`config.mk`:
```
export PLATFORM = sky130hd
export DESIGN_NAME = config_test_register_bank
export DESIGN_NICKNAME = d
export VERILOG_FILES = /design/src/hw/config_test_register_bank.v
export VERILOG_INCLUDE_DIRS = /design/src /design/src/hw
export SDC_FILE = /design/constraint.sdc
export NUM_CORES = 1
export LEC_CHECK = 0
export ABC_AREA = 1
export BUFFER_PORTS_ARGS = -buffer_cell sky130_fd_sc_hd__buf_4
export CORE_MARGIN = 4
export CORE_UTILIZATION = 55
export CTS_CLUSTER_SIZE = 40
export DETAILED_ROUTE_END_ITERATION = 12
export PLACE_DENSITY_LB_ADDON = 0.12
export SLEW_MARGIN = 0
export SYNTH_ARGS = -nofsm -noshare
export SYNTH_HDL_FRONTEND = slang
export SYNTH_SLANG_ARGS = --single-unit
```
`constraint.sdc`:
```
create_clock -name ref_clk -period 2.6 [get_ports ref_clk]
set_clock_uncertainty 0.05 [all_clocks]
set_input_delay 0.26 -clock ref_clk [delete_from_list [all_inputs] [get_ports ref_clk]]
set_output_delay 0.26 -clock ref_clk [all_outputs]
set_load 0.02 [all_outputs]
```
`src/hw/cfg_test_defines.vh`:
```
// Register offsets, page numbers and bit positions for the configuration and test bank.
`ifndef CFG_TEST_DEFINES_VH
`define CFG_TEST_DEFINES_VH
`define PAGE_CFG          2'h2
`define PAGE_TEST         2'h3
`define PAGE_SEL_ADDR     12'h0_100
`define STATUS_ADDR       12'h0_104
`define WO_ADDR           12'h0_108
`define OFS_CRC_HIGH      4'h1
`define OFS_CRC_LOW       4'h2
`define OFS_MOD_WIDTH     4'h4
`define OFS_RX_GAIN       4'h6
`define OFS_DRV_N         4'h7
`define OFS_CW_P          4'h8
`define OFS_MOD_P         4'h9
`define OFS_TMR_SET       4'ha
`define OFS_TMR_DIV       4'hb
`define OFS_RELOAD_HIGH   4'hc
`define OFS_RELOAD_LOW    4'hd
`define OFS_COUNT_HIGH    4'he
`define OFS_COUNT_LOW     4'hf
`define OFS_SEL_ONE       4'h1
`define OFS_SEL_TWO       4'h2
`define OFS_PIN_EN        4'h3
`define OFS_PIN_LEVEL     4'h4
`define OFS_TEST_BUS      4'h5
`define OFS_SELF_TEST     4'h6
`define OFS_VERSION       4'h7
`define OFS_AUX_PIN       4'h8
`define OFS_CONV_ONE      4'h9
`define OFS_CONV_TWO      4'ha
`define OFS_SAMPLER       4'hb
`define TMR_RUN_BIT       7
`define SELF_TEST_RUN_BIT 0
`define RESP_OKAY         2'h0
`define RESP_SLVERR       2'h2
`endif

```
`src/hw/config_test_register_bank.v`:
```
// Configuration and test register pages behind an AXI4-Lite slave.
`timescale 1ns/1ps
`include "cfg_test_defines.vh"

// Overview of operation
// RQ1: Read/write bits hold exactly what the host last wrote and logic never alters them.
// RQ2: Dynamic bits take host writes but logic may overwrite them, as the self-test start bit does.
// RQ3: Read-only bits show internal state only and host writes leave them unchanged.
// RQ4: Write-only bits always read back as zero.
// RQ5: The host must not alter reserved bits and should write zero to them.
// RQ6: The host must leave reserved and production-test bits unchanged.
// RQ7: The latest CRC result is shown high byte at offset 1 and low byte at offset 2 of the configuration page.
// RQ8: The 16-bit timer reload value sits in host-writable offsets C and D.
// RQ9: The present 16-bit timer count is readable at offsets E and F.
// RQ10: The test pin enable register switches on each driver of D1 to D7 on its own.
// RQ11: The test pin level register gives the levels driven on D1 to D7.
// RQ12: Test page offsets C to F are for production tests only and not for host use.
// RQ13: Offset 6 of the test page controls the self-test and offset 7 reports the version.
// RQ14: Each register is eight bits wide and addressed by page plus in-page offset; page select, status and write-only sit at fixed addresses 100, 104, 108.
module config_test_register_bank #(
  // Version value is arbitrary.
  parameter [7:0] VERSION_CODE = 8'h5a,
  parameter       SELF_TEST_CYCLES = 64
) (
  // Clock and reset
  input  wire        ref_clk,
  input  wire        nrst,
  // AXI4-Lite write address and data
  input  wire [11:0] s_axi_awaddr,
  input  wire        s_axi_awvalid,
  output reg         s_axi_awready,
  input  wire [31:0] s_axi_wdata,
  input  wire [3:0]  s_axi_wstrb,
  input  wire        s_axi_wvalid,
  output reg         s_axi_wready,
  // AXI4-Lite write response
  output reg  [1:0]  s_axi_bresp,
  output reg         s_axi_bvalid,
  input  wire        s_axi_bready,
  // AXI4-Lite read
  input  wire [11:0] s_axi_araddr,
  input  wire        s_axi_arvalid,
  output reg         s_axi_arready,
  output reg  [31:0] s_axi_rdata,
  output reg  [1:0]  s_axi_rresp,
  output reg         s_axi_rvalid,
  input  wire        s_axi_rready,
  // Internal sources
  input  wire [15:0] crc_value,
  input  wire        crc_valid,
  input  wire [7:0]  test_bus_in,
  input  wire [7:0]  sampler_iq_in,
  // Parallel data pins D1 to D7 in bits 7 to 1
  input  wire [7:0]  data_pin_in,
  output reg  [7:0]  data_pin_out,
  output reg  [7:0]  data_pin_oe,
  // Configuration outputs and timer expiry pulse
  output reg  [7:0]  modulation_width,
  output reg  [7:0]  receiver_gain_cfg,
  output reg  [7:0]  driver_n_conductance,
  output reg  [7:0]  carrier_p_conductance,
  output reg  [7:0]  modulation_p_conductance,
  output reg  [7:0]  aux_pin_control,
  output reg  [7:0]  test_converter_one_value,
  output reg  [7:0]  test_converter_two_value,
  output reg  [7:0]  test_signal_select_one,
  output reg  [7:0]  test_signal_select_two,
  output reg         timer_expired
);

  localparam ST_IDLE  = 2'b01;
  localparam ST_RESP  = 2'b10;

  reg [1:0]  page_reg;
  reg [15:0] crc_reg;
  reg        crc_done_flag_reg;
  reg [7:0]  timer_settings_reg;
  reg [7:0]  timer_divider_reg;
  reg [15:0] timer_reload_reg;
  reg [15:0] timer_count_reg;
  reg [7:0]  div_count_reg;
  reg [7:0]  self_test_control_reg;
  reg [7:0]  self_test_count_reg;
  reg [7:0]  test_pin_drive_enable_reg;
  reg [7:0]  test_pin_levels_reg;
  reg [7:0]  tbus_s1_reg;
  reg [7:0]  tbus_s2_reg;
  reg [7:0]  samp_s1_reg;
  reg [7:0]  samp_s2_reg;
  reg [7:0]  pin_s1_reg;
  reg [7:0]  pin_s2_reg;
  reg [1:0]  wstate_reg;
  reg        aw_have_reg;
  reg        w_have_reg;
  reg [11:0] awaddr_reg;
  reg [31:0] wdata_reg;
  reg        wstrb0_reg;
  reg [7:0]  rd_byte;
  reg        rd_hit;
  reg        wr_hit;

  wire       aw_take = s_axi_awvalid & s_axi_awready;
  wire       w_take  = s_axi_wvalid & s_axi_wready;
  wire       wr_go   = wstate_reg == ST_IDLE & aw_have_reg & w_have_reg;
  wire [7:0] wbyte   = wdata_reg[7:0];
  wire       wr_ok   = wr_go & wr_hit & wstrb0_reg;
  wire [3:0] wofs    = awaddr_reg[5:2];
  wire [1:0] wpg     = awaddr_reg[7:6];
  wire       tick    = timer_settings_reg[`TMR_RUN_BIT] &
                       (div_count_reg == timer_divider_reg);

  // RQ14 page decode.
  always @* begin
    wr_hit = 1'b0;
    if (awaddr_reg[11:8] == 4'h0) begin
      case (wpg)
        `PAGE_CFG: wr_hit = wofs == `OFS_MOD_WIDTH | wofs == `OFS_RX_GAIN |
                            wofs == `OFS_DRV_N | wofs == `OFS_CW_P |
                            wofs == `OFS_MOD_P | wofs == `OFS_TMR_SET |
                            wofs == `OFS_TMR_DIV | wofs == `OFS_RELOAD_HIGH |
                            wofs == `OFS_RELOAD_LOW | wofs == `OFS_CRC_HIGH |
                            wofs == `OFS_CRC_LOW | wofs == `OFS_COUNT_HIGH |
                            wofs == `OFS_COUNT_LOW;
        `PAGE_TEST: wr_hit = wofs >= `OFS_SEL_ONE & wofs <= `OFS_SAMPLER;
        default: wr_hit = 1'b0;
      endcase
    end else begin
      wr_hit = awaddr_reg == `PAGE_SEL_ADDR | awaddr_reg == `WO_ADDR |
               awaddr_reg == `STATUS_ADDR;
    end
  end

  // Write channel handshake and response.
  always @(posedge ref_clk or negedge nrst) begin
    if (!nrst) begin
      s_axi_awready <= 1'b1;
      s_axi_wready  <= 1'b1;
      s_axi_bvalid  <= 1'b0;
      s_axi_bresp   <= `RESP_OKAY;
      aw_have_reg   <= 1'b0;
      w_have_reg    <= 1'b0;
      awaddr_reg    <= 12'h0_000;
      wdata_reg     <= 32'h0000_0000;
      wstrb0_reg    <= 1'b0;
      wstate_reg    <= ST_IDLE;
    end else begin
      if (aw_take) begin
        awaddr_reg    <= s_axi_awaddr;
        aw_have_reg   <= 1'b1;
        s_axi_awready <= 1'b0;
      end
      if (w_take) begin
        wdata_reg    <= s_axi_wdata;
        wstrb0_reg   <= s_axi_wstrb[0];
        w_have_reg   <= 1'b1;
        s_axi_wready <= 1'b0;
      end
      case (wstate_reg)
        ST_IDLE: begin
          if (wr_go) begin
            s_axi_bvalid <= 1'b1;
            s_axi_bresp  <= wr_hit ? `RESP_OKAY : `RESP_SLVERR;
            wstate_reg   <= ST_RESP;
          end
        end
        ST_RESP: begin
          if (s_axi_bready) begin
            s_axi_bvalid  <= 1'b0;
            aw_have_reg   <= 1'b0;
            w_have_reg    <= 1'b0;
            s_axi_awready <= 1'b1;
            s_axi_wready  <= 1'b1;
            wstate_reg    <= ST_IDLE;
          end
        end
        default: wstate_reg <= ST_IDLE;
      endcase
    end
  end

  // RQ1 plain host registers.
  always @(posedge ref_clk or negedge nrst) begin
    if (!nrst) begin
      page_reg                  <= 2'h0;
      modulation_width          <= 8'h00;
      receiver_gain_cfg         <= 8'h00;
      driver_n_conductance      <= 8'h00;
      carrier_p_conductance     <= 8'h00;
      modulation_p_conductance  <= 8'h00;
      timer_settings_reg        <= 8'h00;
      timer_divider_reg         <= 8'h00;
      timer_reload_reg          <= 16'h0000;
      test_signal_select_one    <= 8'h00;
      test_signal_select_two    <= 8'h00;
      test_pin_drive_enable_reg <= 8'h00;
      test_pin_levels_reg       <= 8'h00;
      aux_pin_control           <= 8'h00;
      test_converter_one_value  <= 8'h00;
      test_converter_two_value  <= 8'h00;
    end else if (wr_ok) begin
      if (awaddr_reg == `PAGE_SEL_ADDR) begin
        page_reg <= wbyte[1:0];
      end else if (awaddr_reg[11:8] == 4'h0 && wpg == `PAGE_CFG) begin
        case (wofs)
          `OFS_MOD_WIDTH:   modulation_width         <= wbyte;
          `OFS_RX_GAIN:     receiver_gain_cfg        <= wbyte;
          `OFS_DRV_N:       driver_n_conductance     <= wbyte;
          `OFS_CW_P:        carrier_p_conductance    <= wbyte;
          `OFS_MOD_P:       modulation_p_conductance <= wbyte;
          `OFS_TMR_SET:     timer_settings_reg       <= wbyte;
          `OFS_TMR_DIV:     timer_divider_reg        <= wbyte;
          // RQ8 reload pair write.
          `OFS_RELOAD_HIGH: timer_reload_reg[15:8]   <= wbyte;
          `OFS_RELOAD_LOW:  timer_reload_reg[7:0]    <= wbyte;
          default: ;
        endcase
      end else if (awaddr_reg[11:8] == 4'h0 && wpg == `PAGE_TEST) begin
        case (wofs)
          `OFS_SEL_ONE:   test_signal_select_one    <= wbyte;
          `OFS_SEL_TWO:   test_signal_select_two    <= wbyte;
          `OFS_PIN_EN:    test_pin_drive_enable_reg <= wbyte;
          `OFS_PIN_LEVEL: test_pin_levels_reg       <= wbyte;
          `OFS_AUX_PIN:   aux_pin_control           <= wbyte;
          `OFS_CONV_ONE:  test_converter_one_value  <= wbyte;
          `OFS_CONV_TWO:  test_converter_two_value  <= wbyte;
          default: ;
        endcase
      end
    end
  end

  // RQ2 self-test start bit clears itself.
  always @(posedge ref_clk or negedge nrst) begin
    if (!nrst) begin
      self_test_control_reg <= 8'h00;
      self_test_count_reg   <= 8'h00;
    end else if (wr_ok && awaddr_reg[11:8] == 4'h0 && wpg == `PAGE_TEST &&
                 wofs == `OFS_SELF_TEST) begin
      // RQ13 self-test control write.
      self_test_control_reg <= wbyte;
      self_test_count_reg   <= 8'h00;
    end else if (self_test_control_reg[`SELF_TEST_RUN_BIT]) begin
      if (self_test_count_reg == SELF_TEST_CYCLES - 1) begin
        self_test_control_reg[`SELF_TEST_RUN_BIT] <= 1'b0;
      end else begin
        self_test_count_reg <= self_test_count_reg + 8'h01;
      end
    end
  end

  // RQ3 CRC capture and done flag.
  always @(posedge ref_clk or negedge nrst) begin
    if (!nrst) begin
      crc_reg           <= 16'h0000;
      crc_done_flag_reg <= 1'b0;
    end else if (crc_valid) begin
      crc_reg           <= crc_value;
      crc_done_flag_reg <= 1'b1;
    end
  end

  // RQ9 timer count.
  always @(posedge ref_clk or negedge nrst) begin
    if (!nrst) begin
      div_count_reg   <= 8'h00;
      timer_count_reg <= 16'h0000;
      timer_expired   <= 1'b0;
    end else begin
      timer_expired <= 1'b0;
      if (!timer_settings_reg[`TMR_RUN_BIT]) begin
        div_count_reg   <= 8'h00;
        timer_count_reg <= timer_reload_reg;
      end else if (tick) begin
        div_count_reg <= 8'h00;
        if (timer_count_reg == 16'h0000) begin
          timer_count_reg <= timer_reload_reg;
          timer_expired   <= 1'b1;
        end else begin
          timer_count_reg <= timer_count_reg - 16'h0001;
        end
      end else begin
        div_count_reg <= div_count_reg + 8'h01;
      end
    end
  end

  // Pin and internal bus synchronisers; RQ10 RQ11 pin drivers.
  always @(posedge ref_clk or negedge nrst) begin
    if (!nrst) begin
      tbus_s1_reg  <= 8'h00;
      tbus_s2_reg  <= 8'h00;
      samp_s1_reg  <= 8'h00;
      samp_s2_reg  <= 8'h00;
      pin_s1_reg   <= 8'h00;
      pin_s2_reg   <= 8'h00;
      data_pin_out <= 8'h00;
      data_pin_oe  <= 8'h00;
    end else begin
      tbus_s1_reg  <= test_bus_in;
      tbus_s2_reg  <= tbus_s1_reg;
      samp_s1_reg  <= sampler_iq_in;
      samp_s2_reg  <= samp_s1_reg;
      pin_s1_reg   <= data_pin_in;
      pin_s2_reg   <= pin_s1_reg;
      data_pin_oe  <= {test_pin_drive_enable_reg[7:1], 1'b0};
      data_pin_out <= {test_pin_levels_reg[7:1], 1'b0};
    end
  end

  // RQ7 RQ9 RQ13 read mux.
  always @* begin
    rd_byte = 8'h00;
    rd_hit  = 1'b1;
    if (s_axi_araddr == `PAGE_SEL_ADDR) begin
      rd_byte = {6'h00, page_reg};
    end else if (s_axi_araddr == `STATUS_ADDR) begin
      rd_byte = {7'h00, crc_done_flag_reg};
    end else if (s_axi_araddr == `WO_ADDR) begin
      // RQ4 write-only reads zero.
      rd_byte = 8'h00;
    end else if (s_axi_araddr[11:8] != 4'h0) begin
      rd_hit = 1'b0;
    end else if (s_axi_araddr[7:6] == `PAGE_CFG) begin
      case (s_axi_araddr[5:2])
        `OFS_CRC_HIGH:    rd_byte = crc_reg[15:8];
        `OFS_CRC_LOW:     rd_byte = crc_reg[7:0];
        `OFS_MOD_WIDTH:   rd_byte = modulation_width;
        `OFS_RX_GAIN:     rd_byte = receiver_gain_cfg;
        `OFS_DRV_N:       rd_byte = driver_n_conductance;
        `OFS_CW_P:        rd_byte = carrier_p_conductance;
        `OFS_MOD_P:       rd_byte = modulation_p_conductance;
        `OFS_TMR_SET:     rd_byte = timer_settings_reg;
        `OFS_TMR_DIV:     rd_byte = timer_divider_reg;
        `OFS_RELOAD_HIGH: rd_byte = timer_reload_reg[15:8];
        `OFS_RELOAD_LOW:  rd_byte = timer_reload_reg[7:0];
        `OFS_COUNT_HIGH:  rd_byte = timer_count_reg[15:8];
        `OFS_COUNT_LOW:   rd_byte = timer_count_reg[7:0];
        default:          rd_hit  = 1'b0;
      endcase
    end else if (s_axi_araddr[7:6] == `PAGE_TEST) begin
      case (s_axi_araddr[5:2])
        `OFS_SEL_ONE:   rd_byte = test_signal_select_one;
        `OFS_SEL_TWO:   rd_byte = test_signal_select_two;
        `OFS_PIN_EN:    rd_byte = test_pin_drive_enable_reg;
        `OFS_PIN_LEVEL: rd_byte = test_pin_levels_reg;
        `OFS_TEST_BUS:  rd_byte = tbus_s2_reg;
        `OFS_SELF_TEST: rd_byte = self_test_control_reg;
        `OFS_VERSION:   rd_byte = VERSION_CODE;
        `OFS_AUX_PIN:   rd_byte = aux_pin_control;
        `OFS_CONV_ONE:  rd_byte = test_converter_one_value;
        `OFS_CONV_TWO:  rd_byte = test_converter_two_value;
        `OFS_SAMPLER:   rd_byte = samp_s2_reg;
        default:        rd_hit  = 1'b0;
      endcase
    end else begin
      rd_hit = 1'b0;
    end
  end

  // Read channel.
  always @(posedge ref_clk or negedge nrst) begin
    if (!nrst) begin
      s_axi_arready <= 1'b1;
      s_axi_rvalid  <= 1'b0;
      s_axi_rdata   <= 32'h0000_0000;
      s_axi_rresp   <= `RESP_OKAY;
    end else if (s_axi_arvalid && s_axi_arready) begin
      s_axi_arready <= 1'b0;
      s_axi_rvalid  <= 1'b1;
      s_axi_rdata   <= {24'h00_0000, rd_byte};
      s_axi_rresp   <= rd_hit ? `RESP_OKAY : `RESP_SLVERR;
    end else if (s_axi_rvalid && s_axi_rready) begin
      s_axi_rvalid  <= 1'b0;
      s_axi_arready <= 1'b1;
    end
  end

endmodule

```
==> flow_summary_export.csv, run 1 <==
group,metric,value,unit
global_route,gr-total-overflow,0,
critical_path,startpoint_type,"flop",
critical_path,worstPathRequired,2.93,ns
clock_network,path_clk_slew,0.06,ns
global_route,grt_max_degree,75,
clock_network,clock_latency,0.54,ns
route,vias,11110,
logic_synthesis,yosysSeqAreaShare,54.3,%
placed_design,port_buffers,182,
critical_path,criticalPathCategory,"reg -> reg",
timing,whs,0.0306,ns
die,io-pin-count,246,
final_layout,antenna_cells,0,
final_layout,post-route-util,69.8,%
logic_synthesis,synth_area_per_cell,8.40,um2
timing,hold_viol_final,0,
timing,max_freq,447,MHz
critical_path,reg2reg_from,"awaddr_reg[4]$_DFFE_PN0P_",
run,cap_viol_max_count,0,
logic_synthesis,ys_ff_latch,274,
placed_design,pre_cts_ws,0.327,ns
clock_network,clockBufferDepth,3,
final_layout,nets,1877,
placed_design,gp_congestion,0.962,
logic_synthesis,synth_area,12600,um2
timing,rsz0062_at_grt,"false",
timing,tns,0,ns
die,die_area,25500,um2
timing,finalMaxSlewViolations,0,
logic_synthesis,synthCells,1506,
timing,finalCritPeriodShare,86.0,%
clock_network,htree_num_levels,1,
clock_network,clockRootBuffer,"clkbuf_16",
global_route,track_usage,30.0,%
route,drtIter0Drc,992,
logic_synthesis,synth_flop_cell,"dfrtp_1",
clock_network,cts_sinks,274,
clock_network,cts_tree,"built",
route,first_pass_iters,5,
timing,slew_headroom,34.3,%
placed_design,hpwlAfterDp,27500,um
critical_path,cp-end-kind,"flop",
die,core,22600,um2
timing,worst_pin_slew,0.984,ns
global_route,antenna_found_initial,0,
route,viasPerCell,5.37,
timing,worst_slack,0.365,ns
final_layout,syn_to_final_growth,25.0,%
timing,min_period,2.24,ns
power_and_ir_drop,leakage,0.00819,uW
route,post_drt_wl_per_cell,18.7,um
global_route,grt_pass1_vias,10987,
global_route,grt_pass1_wl,60600,um
timing,finalSetupViolCount,0,
clock_network,cts_buffers,29,
route,routed_wirelength,38600,um
die,die_h,160,um
power_and_ir_drop,peakVddDrop,494,uV
route,ant_nets,0,
route,drc,0,
die,initial_core_util,55.8,%
min_path,hold_start,"crc_valid",
critical_path,worstSetupStartpoint,"awaddr_reg[4]$_DFFE_PN0P_",
die,die_w,160,um
logic_synthesis,ys_types,42,
outcome,outcome,"finished clean",
logic_synthesis,async_flop_share,100,%
critical_path,arrival,2.57,ns
power_and_ir_drop,power.density,691,nW/um2
logic_synthesis,synth-edff-count,0,
final_layout,drive_above_1_share,17.8,%
logic_synthesis,yosysWarnings,0,
critical_path,path_max_fanout,16,
min_path,hold_path_class,"in -> reg",
die,num_rows,55,
-- stage by stage --
| stage | instances | power (uW) | area [um2] |
|---|---|---|---|
| global placement | 1954 | 6770 | 14300 |
| CTS | 2067 | 11000 | 15800 |
| floorplan | 1533 | 5980 | 12700 |
| global route | 2067 | 11400 | 15800 |
| detailed placement | 1954 | 6810 | 14300 |
| finish | 2067 | 10900 | 15800 |
-- report_power, final --
group,internal [uW],switching [uW],leakage [uW]
Sequential,4590,242,0.00364
Combinational,525,1460,0.00408
Clock,2430,1670,0.000467
-- worst paths after layout --
path / cells past startpoint / end / slack (ns)
worst min register to register: 0 / tbus_s2_reg[3]$_DFF_PN0_ / 0.30
worst max register to register: 10 / modulation_p_conductance[3]$_DFFE_PN0P_ / 0.36
worst max-delay path: 10 / modulation_p_conductance[3]$_DFFE_PN0P_ / 0.36
max in group asynchronous: 3 / samp_s2_reg[6]$_DFF_PN0_ / 1.46
min in group asynchronous: 2 / timer_count_reg[10]$_DFFE_PN0P_ / 0.22
worst min-delay path: 3 / crc_reg[5]$_DFFE_PN0P_ / 0.03
-- routing by layer --
layer  vias to the layer above  part of all wire (%)  GRT usage, %
met4                         0                   3.6          10.5
met5                         -                     0             0
li1                       5287                     -             -
met1                      5317                    41          39.7
met2                       413                    48          50.6
met3                        93                   6.8          4.93
-- cells by family (layout without fill, tap and decap cells) --
family,Yosys count,after routing,synth area share (%)
and+or+nand+nor,777,777,25.7
DFF,274,274,54.3
AOI/OAI and AO/OA,238,238,10.6
buffers and inverters,186,435,7.04
xor gates and xnor gates,21,21,1.45
adders and majority gates,9,9,0.891
other,1,28,0.0297
-- worst max-delay path, cell delays in order, from the launching register on --
cell and delay, ns:
dfrtp_1 0.45, nor2_4 0.17, inv_2 0.07, nor2_1 0.10
nand3_1 0.07, nand2_1 0.12, nand4_4 0.19, nor2_4 0.34
nand2_2 0.30, nand2_1 0.12, o21ai_0 0.08
-- cells in the mapped netlist (2+ instances only) --
master      n  area share, %
nand2_1   534             16
dfrtp_1   270             53
nor2_1    115            3.4
inv_1     106            3.1
o21ai_0    87            3.4
o21ai_1    76            3.0
nand3_1    54            2.1
buf_4      28            1.7
nand4_1    28            1.4
o21ai_2    28            1.9
a21oi_1    26            1.0
clkbuf_1   22           0.65
xor2_1     20            1.4
buf_2      15           0.59
nor3_1     10           0.40
buf_6       9           0.80
ha_1        9           0.89
nand2_4     8           0.71
o22ai_1     8           0.40
nand2_2     7           0.35
o211ai_1    7           0.42
or2_2       6           0.30
clkinv_1    4           0.12
dfstp_2     4           0.83
and3_1      3           0.15
nor2_4      3           0.27
a31oi_1     2          0.099
nor3b_1     2           0.12
o21bai_1    2           0.12
-- final cells by class --
cell class                      count  area [um2]
Clock buffer                       43         838
Clock inverter                     10         114
Fill cell                        1836        6830
Inverter                          111         417
Multi-Input combinational cell   1073        4990
Sequential cell                   274        6860
Tap cell                          285         357
Timing Repair Buffer              271        2230
-- timing repair --
action / 4_1_cts / 5_1_grt
setup buffers: 0 / 0
resized for setup: 0 / 0
hold endpoints to repair: 127 / 0
hold buffers: 60 / 0
-- layout by cell type (no fill, tap or decap), types with 6 or more instances in the layout --
| cell type | netlist | routed |
|---|---|---|
| o22ai_1 | 8 | 8 |
| o21ai_0 | 87 | 87 |
| nand2_4 | 8 | 8 |
| clkbuf_16 | 0 | 29 |
| nand4_1 | 28 | 28 |
| nor3_1 | 10 | 10 |
| inv_1 | 106 | 106 |
| or2_2 | 6 | 6 |
| ha_1 | 9 | 9 |
| buf_4 | 28 | 207 |
| nand2_1 | 534 | 534 |
| a21oi_1 | 26 | 26 |
| nand2_2 | 7 | 7 |
| clkbuf_8 | 0 | 6 |
| conb_1 | 1 | 28 |
| dfrtp_1 | 270 | 270 |
| nand3_1 | 54 | 54 |
| o21ai_1 | 76 | 76 |
| o21ai_2 | 28 | 28 |
| o211ai_1 | 7 | 7 |
| xor2_1 | 20 | 20 |
| clkbuf_1 | 22 | 8 |
| dlygate4sd3_1 | 0 | 60 |
| nor2_1 | 115 | 115 |
Power figures use the tool's default switching activity.
==> inputs of run 2 (changes only) <==
- ABC_AREA: 1 -> 0
==> run 2 against run 1 <==
Setup slack worse by 0.19 ns. Die area up 0.19%. First-iteration DRC count down 24%. Wire length down 1.7%. Sequential share of layout area down 1.2 points. Highest routed layer unchanged.
==> flow_summary_export.csv, run 2 <==
group,metric,value,unit
timing,finalMaxSlewViolations,0,
die,die_h,160,um
final_layout,fillers,1634,
logic_synthesis,ys_ff_latch,274,
logic_synthesis,yosysWarnings,0,
timing,max_freq,412,MHz
timing,finalSetupViolCount,0,
timing,min_period,2.43,ns
clock_network,cts_sinks,274,
power_and_ir_drop,power_frac_clock,39.1,%
critical_path,ff2ff_setup_slack,0.17,ns
min_path,hold_path_class,"in -> reg",
critical_path,startpoint_type,"flop",
final_layout,post-route-util,71.8,%
timing,rsz0062_at_grt,"false",
logic_synthesis,async_flop_share,100,%
logic_synthesis,synth_flop_cell,"dfrtp_1",
route,first_pass_iters,7,
global_route,grt_pass1_vias,10116,
critical_path,arrival,2.81,ns
route,wl_met1,15700,um
logic_synthesis,yosysMostFrequentCell,"dfrtp_1",
critical_path,worstPathRequired,2.98,ns
power_and_ir_drop,power.switching,3340,uW
logic_synthesis,synth_top_area_share,53.3,%
logic_synthesis,synthTopCellsByCount,"270 x dfrtp_1, 184 x mux2_2, 59 x nand2_1, 38 x clkbuf_1, 35 x nor2_1",
critical_path,cp-end-kind,"flop",
logic_synthesis,yosysSeqAreaShare,54.2,%
clock_network,clock_latency,0.55,ns
clock_network,htree_num_levels,1,
logic_synthesis,synthCells,1046,
route,vias,9765,
clock_network,cts_setup_buffers,0,
min_path,whs_path_depth,2,
logic_synthesis,synth_top_area_cell,"dfrtp_1",
die,die_area,25500,um2
placed_design,gp_congestion,0.877,
placed_design,hpwlAfterDp,25800,um
critical_path,path_max_fanout,8,
power_and_ir_drop,power.density,710,nW/um2
route,ant_nets,0,
logic_synthesis,synth_area,12700,um2
power_and_ir_drop,swShare,28.9,%
power_and_ir_drop,peakVddDrop,648,uV
die,initial_core_util,56.0,%
placed_design,port_buffers,182,
timing,slew_headroom,23.8,%
logic_synthesis,ys_types,79,
final_layout,final_cell_mix,"270 x dfrtp_1, 237 x buf_4, 184 x mux2_2",
power_and_ir_drop,p_comb_share,14.2,%
min_path,hold_start,"crc_valid",
final_layout,antenna_cells,0,
timing,whs,0.0693,ns
timing,tns,0,ns
final_layout,nets,1435,
critical_path,path_cells,"or4_4 -> or4_4 -> o21ai_4 -> nand2_4 -> o221a_1",
critical_path,crit_top_cell,"or4_4",
final_layout,final_area,16300,um2
logic_synthesis,synth_area_per_cell,12.1,um2
die,core,22600,um2
critical_path,cpMaxStageDelayCell,"or4_4",
die,io-pin-count,246,
critical_path,r2r_end,"timer_count_reg[2]$_DFFE_PN0P_",
route,wl_met3,2430,um
route,routed_wirelength,37900,um
global_route,antenna_found_initial,0,
global_route,track_usage,29.4,%
clock_network,clockBufferDepth,3,
route,post_drt_wl_per_cell,23.4,um
power_and_ir_drop,p_seq_share,46.6,%
logic_synthesis,synth-edff-count,0,
clock_network,cts_buffers,29,
outcome,outcome,"finished clean",
die,num_rows,55,
clock_network,clockRootBuffer,"clkbuf_16",
timing,finalCritPeriodShare,93.3,%
logic_synthesis,synthTopCellsByArea,"dfrtp_1 53%, mux2_2 16%, nand2_1 1.7%, buf_4 1.7%, a22oi_1 1.2%",
route,viasPerCell,6.01,
clock_network,post_cts_resized,0,
power_and_ir_drop,p_int,8200,uW
critical_path,crit_path_max_incr_delay,0.58,ns
critical_path,reg2reg_from,"timer_count_reg[2]$_DFFE_PN0P_",
route,dr_wl_met2,18300,um
power_and_ir_drop,leakage,0.00780,uW
global_route,grt_max_degree,74,
global_route,grt_pass1_wl,59200,um
route,highest_layer,"met4",
placed_design,dpl_cell_area,14600,um2
global_route,gr-total-overflow,0,
timing,worst_pin_slew,1.14,ns
final_layout,drive_above_1_share,38.6,%
min_path,min_to,"crc_reg[9]$_DFFE_PN0P_",
clock_network,path_clk_slew,0.06,ns
die,die_w,160,um
critical_path,r2r_cells,5,
final_layout,layout_commonest_cell,"dfrtp_1",
critical_path,criticalPathCategory,"reg -> reg",
timing,hold_viol_final,0,
clock_network,cts_tree,"built",
run,cap_viol_max_count,0,
final_layout,syn_to_final_growth,28.4,%
route,drtIter0Drc,750,
clock_network,cts_hold_buffers,60,
route,drc,0,
-- run 2: metrics by stage --
step	cells	total power (uW)	setup slack [ns]
3_3_place_gp	1512	6930	0.216
2_1_floorplan	1073	6130	0.337
3_5_place_dp	1512	6980	0.203
5_1_grt	1625	12000	0.0414
4_1_cts	1625	11600	0.186
6_report	1625	11500	0.174
-- run 2: logic make-up (layout without fill, tap and decap cells) --
logic type | count (synthesis) | in the layout | synth area share, %
other cells | 1 | 28 | 0.0296
fa+ha+maj | 9 | 9 | 0.889
flops | 274 | 274 | 54.2
simple gates | 224 | 224 | 9.44
xor+xnor | 20 | 20 | 1.38
mux | 199 | 199 | 17.8
buf+inv | 115 | 382 | 4.34
compound gates | 204 | 204 | 12.0
-- run 2: worst max path at each step --
| stage | startpoint | end | slack [ns] |
|---|---|---|---|
| 2_1_floorplan | timer_count_reg[2]$_DFFE_PN0P_ | timer_count_reg[10]$_DFFE_PN0P_ | 0.34 |
| 5_1_grt | div_count_reg[0]$_DFF_PN0_ | timer_count_reg[13]$_DFFE_PN0P_ | 0.04 |
| 3_3_place_gp | timer_count_reg[2]$_DFFE_PN0P_ | timer_count_reg[4]$_DFFE_PN0P_ | 0.22 |
| 6_report | timer_count_reg[2]$_DFFE_PN0P_ | timer_count_reg[2]$_DFFE_PN0P_ | 0.17 |
| 3_5_place_dp | awaddr_reg[9]$_DFFE_PN0P_ | test_converter_one_value[3]$_DFFE_PN0P_ | 0.20 |
| 4_1_cts | awaddr_reg[9]$_DFFE_PN0P_ | test_converter_one_value[2]$_DFFE_PN0P_ | 0.19 |
-- run 2: worst max-delay path, delay by kind of cell (launching register included) --
| family | cells | cell delay [ns] |
|---|---|---|
| simple gates | 3 | 1.26 |
| compound gates | 2 | 0.59 |
| flops | 1 | 0.40 |
-- run 2: layout make-up --
cell class                 instances  area (um2)  share of cell area, %
timing repair buffer             305        2530                   15.6
clock inverter                    16         250                   1.54
sequential                       274        6860                   42.2
inverter                          24        90.1                  0.554
multi-input combinational        684        5360                   33.0
tap                              285         357                   2.19
clock buffer                      37         806                   4.96
-- run 2: power groups by stage --
stage | registers [uW] | clock network, uW | logic [uW]
after floorplan | 5100 | 0 | 1030
after global placement | 5410 | 0 | 1520
after detailed placement | 5430 | 0 | 1550
after CTS | 5360 | 4580 | 1640
after global routing | 5430 | 4760 | 1780
final | 5380 | 4510 | 1640
-- run 2: per-layer routing --
| metal | up-vias | track usage, % |
|---|---|---|
| met2 | 403 | 48.2 |
| met5 | - | 0 |
| met3 | 76 | 4.52 |
| li1 | 4339 | - |
| met4 | 0 | 9.97 |
| met1 | 4947 | 40.5 |
==> inputs of run 3 (changes only) <==
- BUFFER_PORTS_ARGS: -buffer_cell sky130_fd_sc_hd__buf_4 -> -buffer_cell sky130_fd_sc_hd__buf_2
==> run 3 against run 2 <==
Combinational power fell by 6%. Global-route usage fell by 0.45 points. Final cell count fell by 0.18%. Maximum frequency rose by 0.80%. Critical path type unchanged. Highest routed layer unchanged.
==> flow_summary_export.csv, run 3 (same netlist as run 2, synthesis figures left out) <==
group,metric,value,unit
final_layout,drive_above_1_share,38.1,%
timing,min_period,2.41,ns
die,io-pin-count,246,
global_route,grt_pass1_vias,9941,
route,ant_nets,0,
critical_path,crit_top_cell,"nor3_2",
critical_path,startpoint_type,"flop",
critical_path,crit_path_max_incr_delay,0.43,ns
critical_path,criticalPathCategory,"reg -> reg",
route,first_pass_iters,6,
critical_path,crit_family,"simple AND/OR/NAND/NOR gates",
timing,tns,0,ns
clock_network,cts_buffers,28,
die,die_h,160,um
critical_path,path_max_fanout,8,
global_route,grt_max_degree,80,
die,core,22600,um2
clock_network,clockRootBuffer,"clkbuf_16",
final_layout,final_cell_mix,"270 x dfrtp_1, 184 x mux2_2, 181 x buf_2",
critical_path,reg2reg_from,"awaddr_reg[9]$_DFFE_PN0P_",
critical_path,worstSetupStartpoint,"awaddr_reg[9]$_DFFE_PN0P_",
timing,slew_headroom,13.9,%
timing,finalMaxSlewViolations,0,
min_path,hold_start,"crc_valid",
die,num_rows,55,
die,die_w,160,um
power_and_ir_drop,p_total,11000,uW
critical_path,path_buf_inv,1,
route,drtIter0Drc,740,
timing,worst_pin_slew,1.29,ns
route,viasPerCell,5.96,
timing,max_freq,416,MHz
route,routed_wirelength,37500,um
final_layout,antenna_cells,0,
placed_design,gp_congestion,0.913,
timing,finalCritPeriodShare,92.6,%
global_route,gr-total-overflow,0,
critical_path,arrival,2.78,ns
global_route,antenna_found_initial,0,
critical_path,path_cells,"or3_1 -> nor3_2 -> nand3_1 -> nor3_2 -> buf_12 -> mux2_2",
die,die_area,25500,um2
placed_design,port_buffers,182,
critical_path,cpMaxStageDelayCell,"or3_1",
critical_path,cp-end-kind,"flop",
run,cap_viol_max_count,0,
timing,finalSetupViolCount,0,
final_layout,nets,1433,
global_route,track_usage,28.9,%
route,vias,9673,
clock_network,clock_latency,0.56,ns
final_layout,layout_commonest_cell,"dfrtp_1",
clock_network,cts_setup_buffers,0,
timing,rsz0062_at_grt,"false",
power_and_ir_drop,leakage,0.00768,uW
clock_network,cts_hold_buffers,60,
die,initial_core_util,56.0,%
final_layout,syn_to_final_growth,23.7,%
placed_design,hpwlAfterDp,25900,um
route,post_drt_wl_per_cell,23.1,um
clock_network,path_clk_slew,0.06,ns
clock_network,htree_num_levels,1,
min_path,hold_path_class,"in -> reg",
route,drc,0,
power_and_ir_drop,peakVddDrop,752,uV
global_route,grt_pass1_wl,58100,um
timing,hold_viol_final,0,
outcome,outcome,"finished clean",
clock_network,clockBufferDepth,3,
power_and_ir_drop,power.density,700,nW/um2
clock_network,post_cts_resized,0,
clock_network,cts_tree,"built",
clock_network,cts_sinks,274,
critical_path,worstPathRequired,2.98,ns
[run 3: report_power, final]
group / total [uW] / leakage [uW] / switching [uW] / internal, uW
logic: 1540 / 0.00358 / 870 / 668
clock network: 4050 / 0.000462 / 1650 / 2390
registers: 5390 / 0.00364 / 744 / 4650
[run 3: final cells by class]
type	instances	area, um2
Fill cell	1664	6970
Sequential cell	274	6860
Multi-Input combinational cell	684	5360
Timing Repair Buffer	304	2060
Clock buffer	47	882
Tap cell	285	357
Inverter	24	90.1
Clock inverter	4	56.3
[run 3: final timing paths]
path	depth (start not counted)	to	slack, ns
max	6	carrier_p_conductance[2]$_DFFE_PN0P_	0.19
min	3	crc_reg[9]$_DFFE_PN0P_	0.15
max reg2reg	6	carrier_p_conductance[2]$_DFFE_PN0P_	0.19
min reg2reg	0	tbus_s2_reg[2]$_DFF_PN0_	0.30
max in group asynchronous	3	data_pin_oe[1]$_DFF_PN0_	1.48
min in group asynchronous	2	div_count_reg[3]$_DFF_PN0_	0.25
[run 3: through the flow]
| stage | setup WS [ns] | hold slack [ns] | util [%] | cells | instance area (um2) |
|---|---|---|---|---|---|
| after detailed placement | 0.237 | 0.271 | 62.4 | 1511 | 14100 |
| after global placement | 0.236 | 0.270 | 62.4 | 1511 | 14100 |
| after floorplan | 0.337 | -0.0856 | - | 1073 | 12800 |
| after global routing | 0.0784 | 0.168 | 69.2 | 1622 | 15700 |
| after CTS | 0.197 | 0.144 | 69.2 | 1622 | 15700 |
| final | 0.194 | 0.148 | 69.2 | 1622 | 15700 |
[run 3: worst min-delay path: stages]
cell and delay, ns:
buf_2 0.25, nand2_1 0.11, o21ai_0 0.07
[run 3: per-layer routing]
metal / vias up / wire (um) / GRT usage (%)
li1: 4353 / - / -
met1: 4840 / 15600 / 39.8
met2: 407 / 17800 / 47.1
met5: - / 0 / 0
met3: 73 / 2800 / 5.21
met4: 0 / 1310 / 9.43
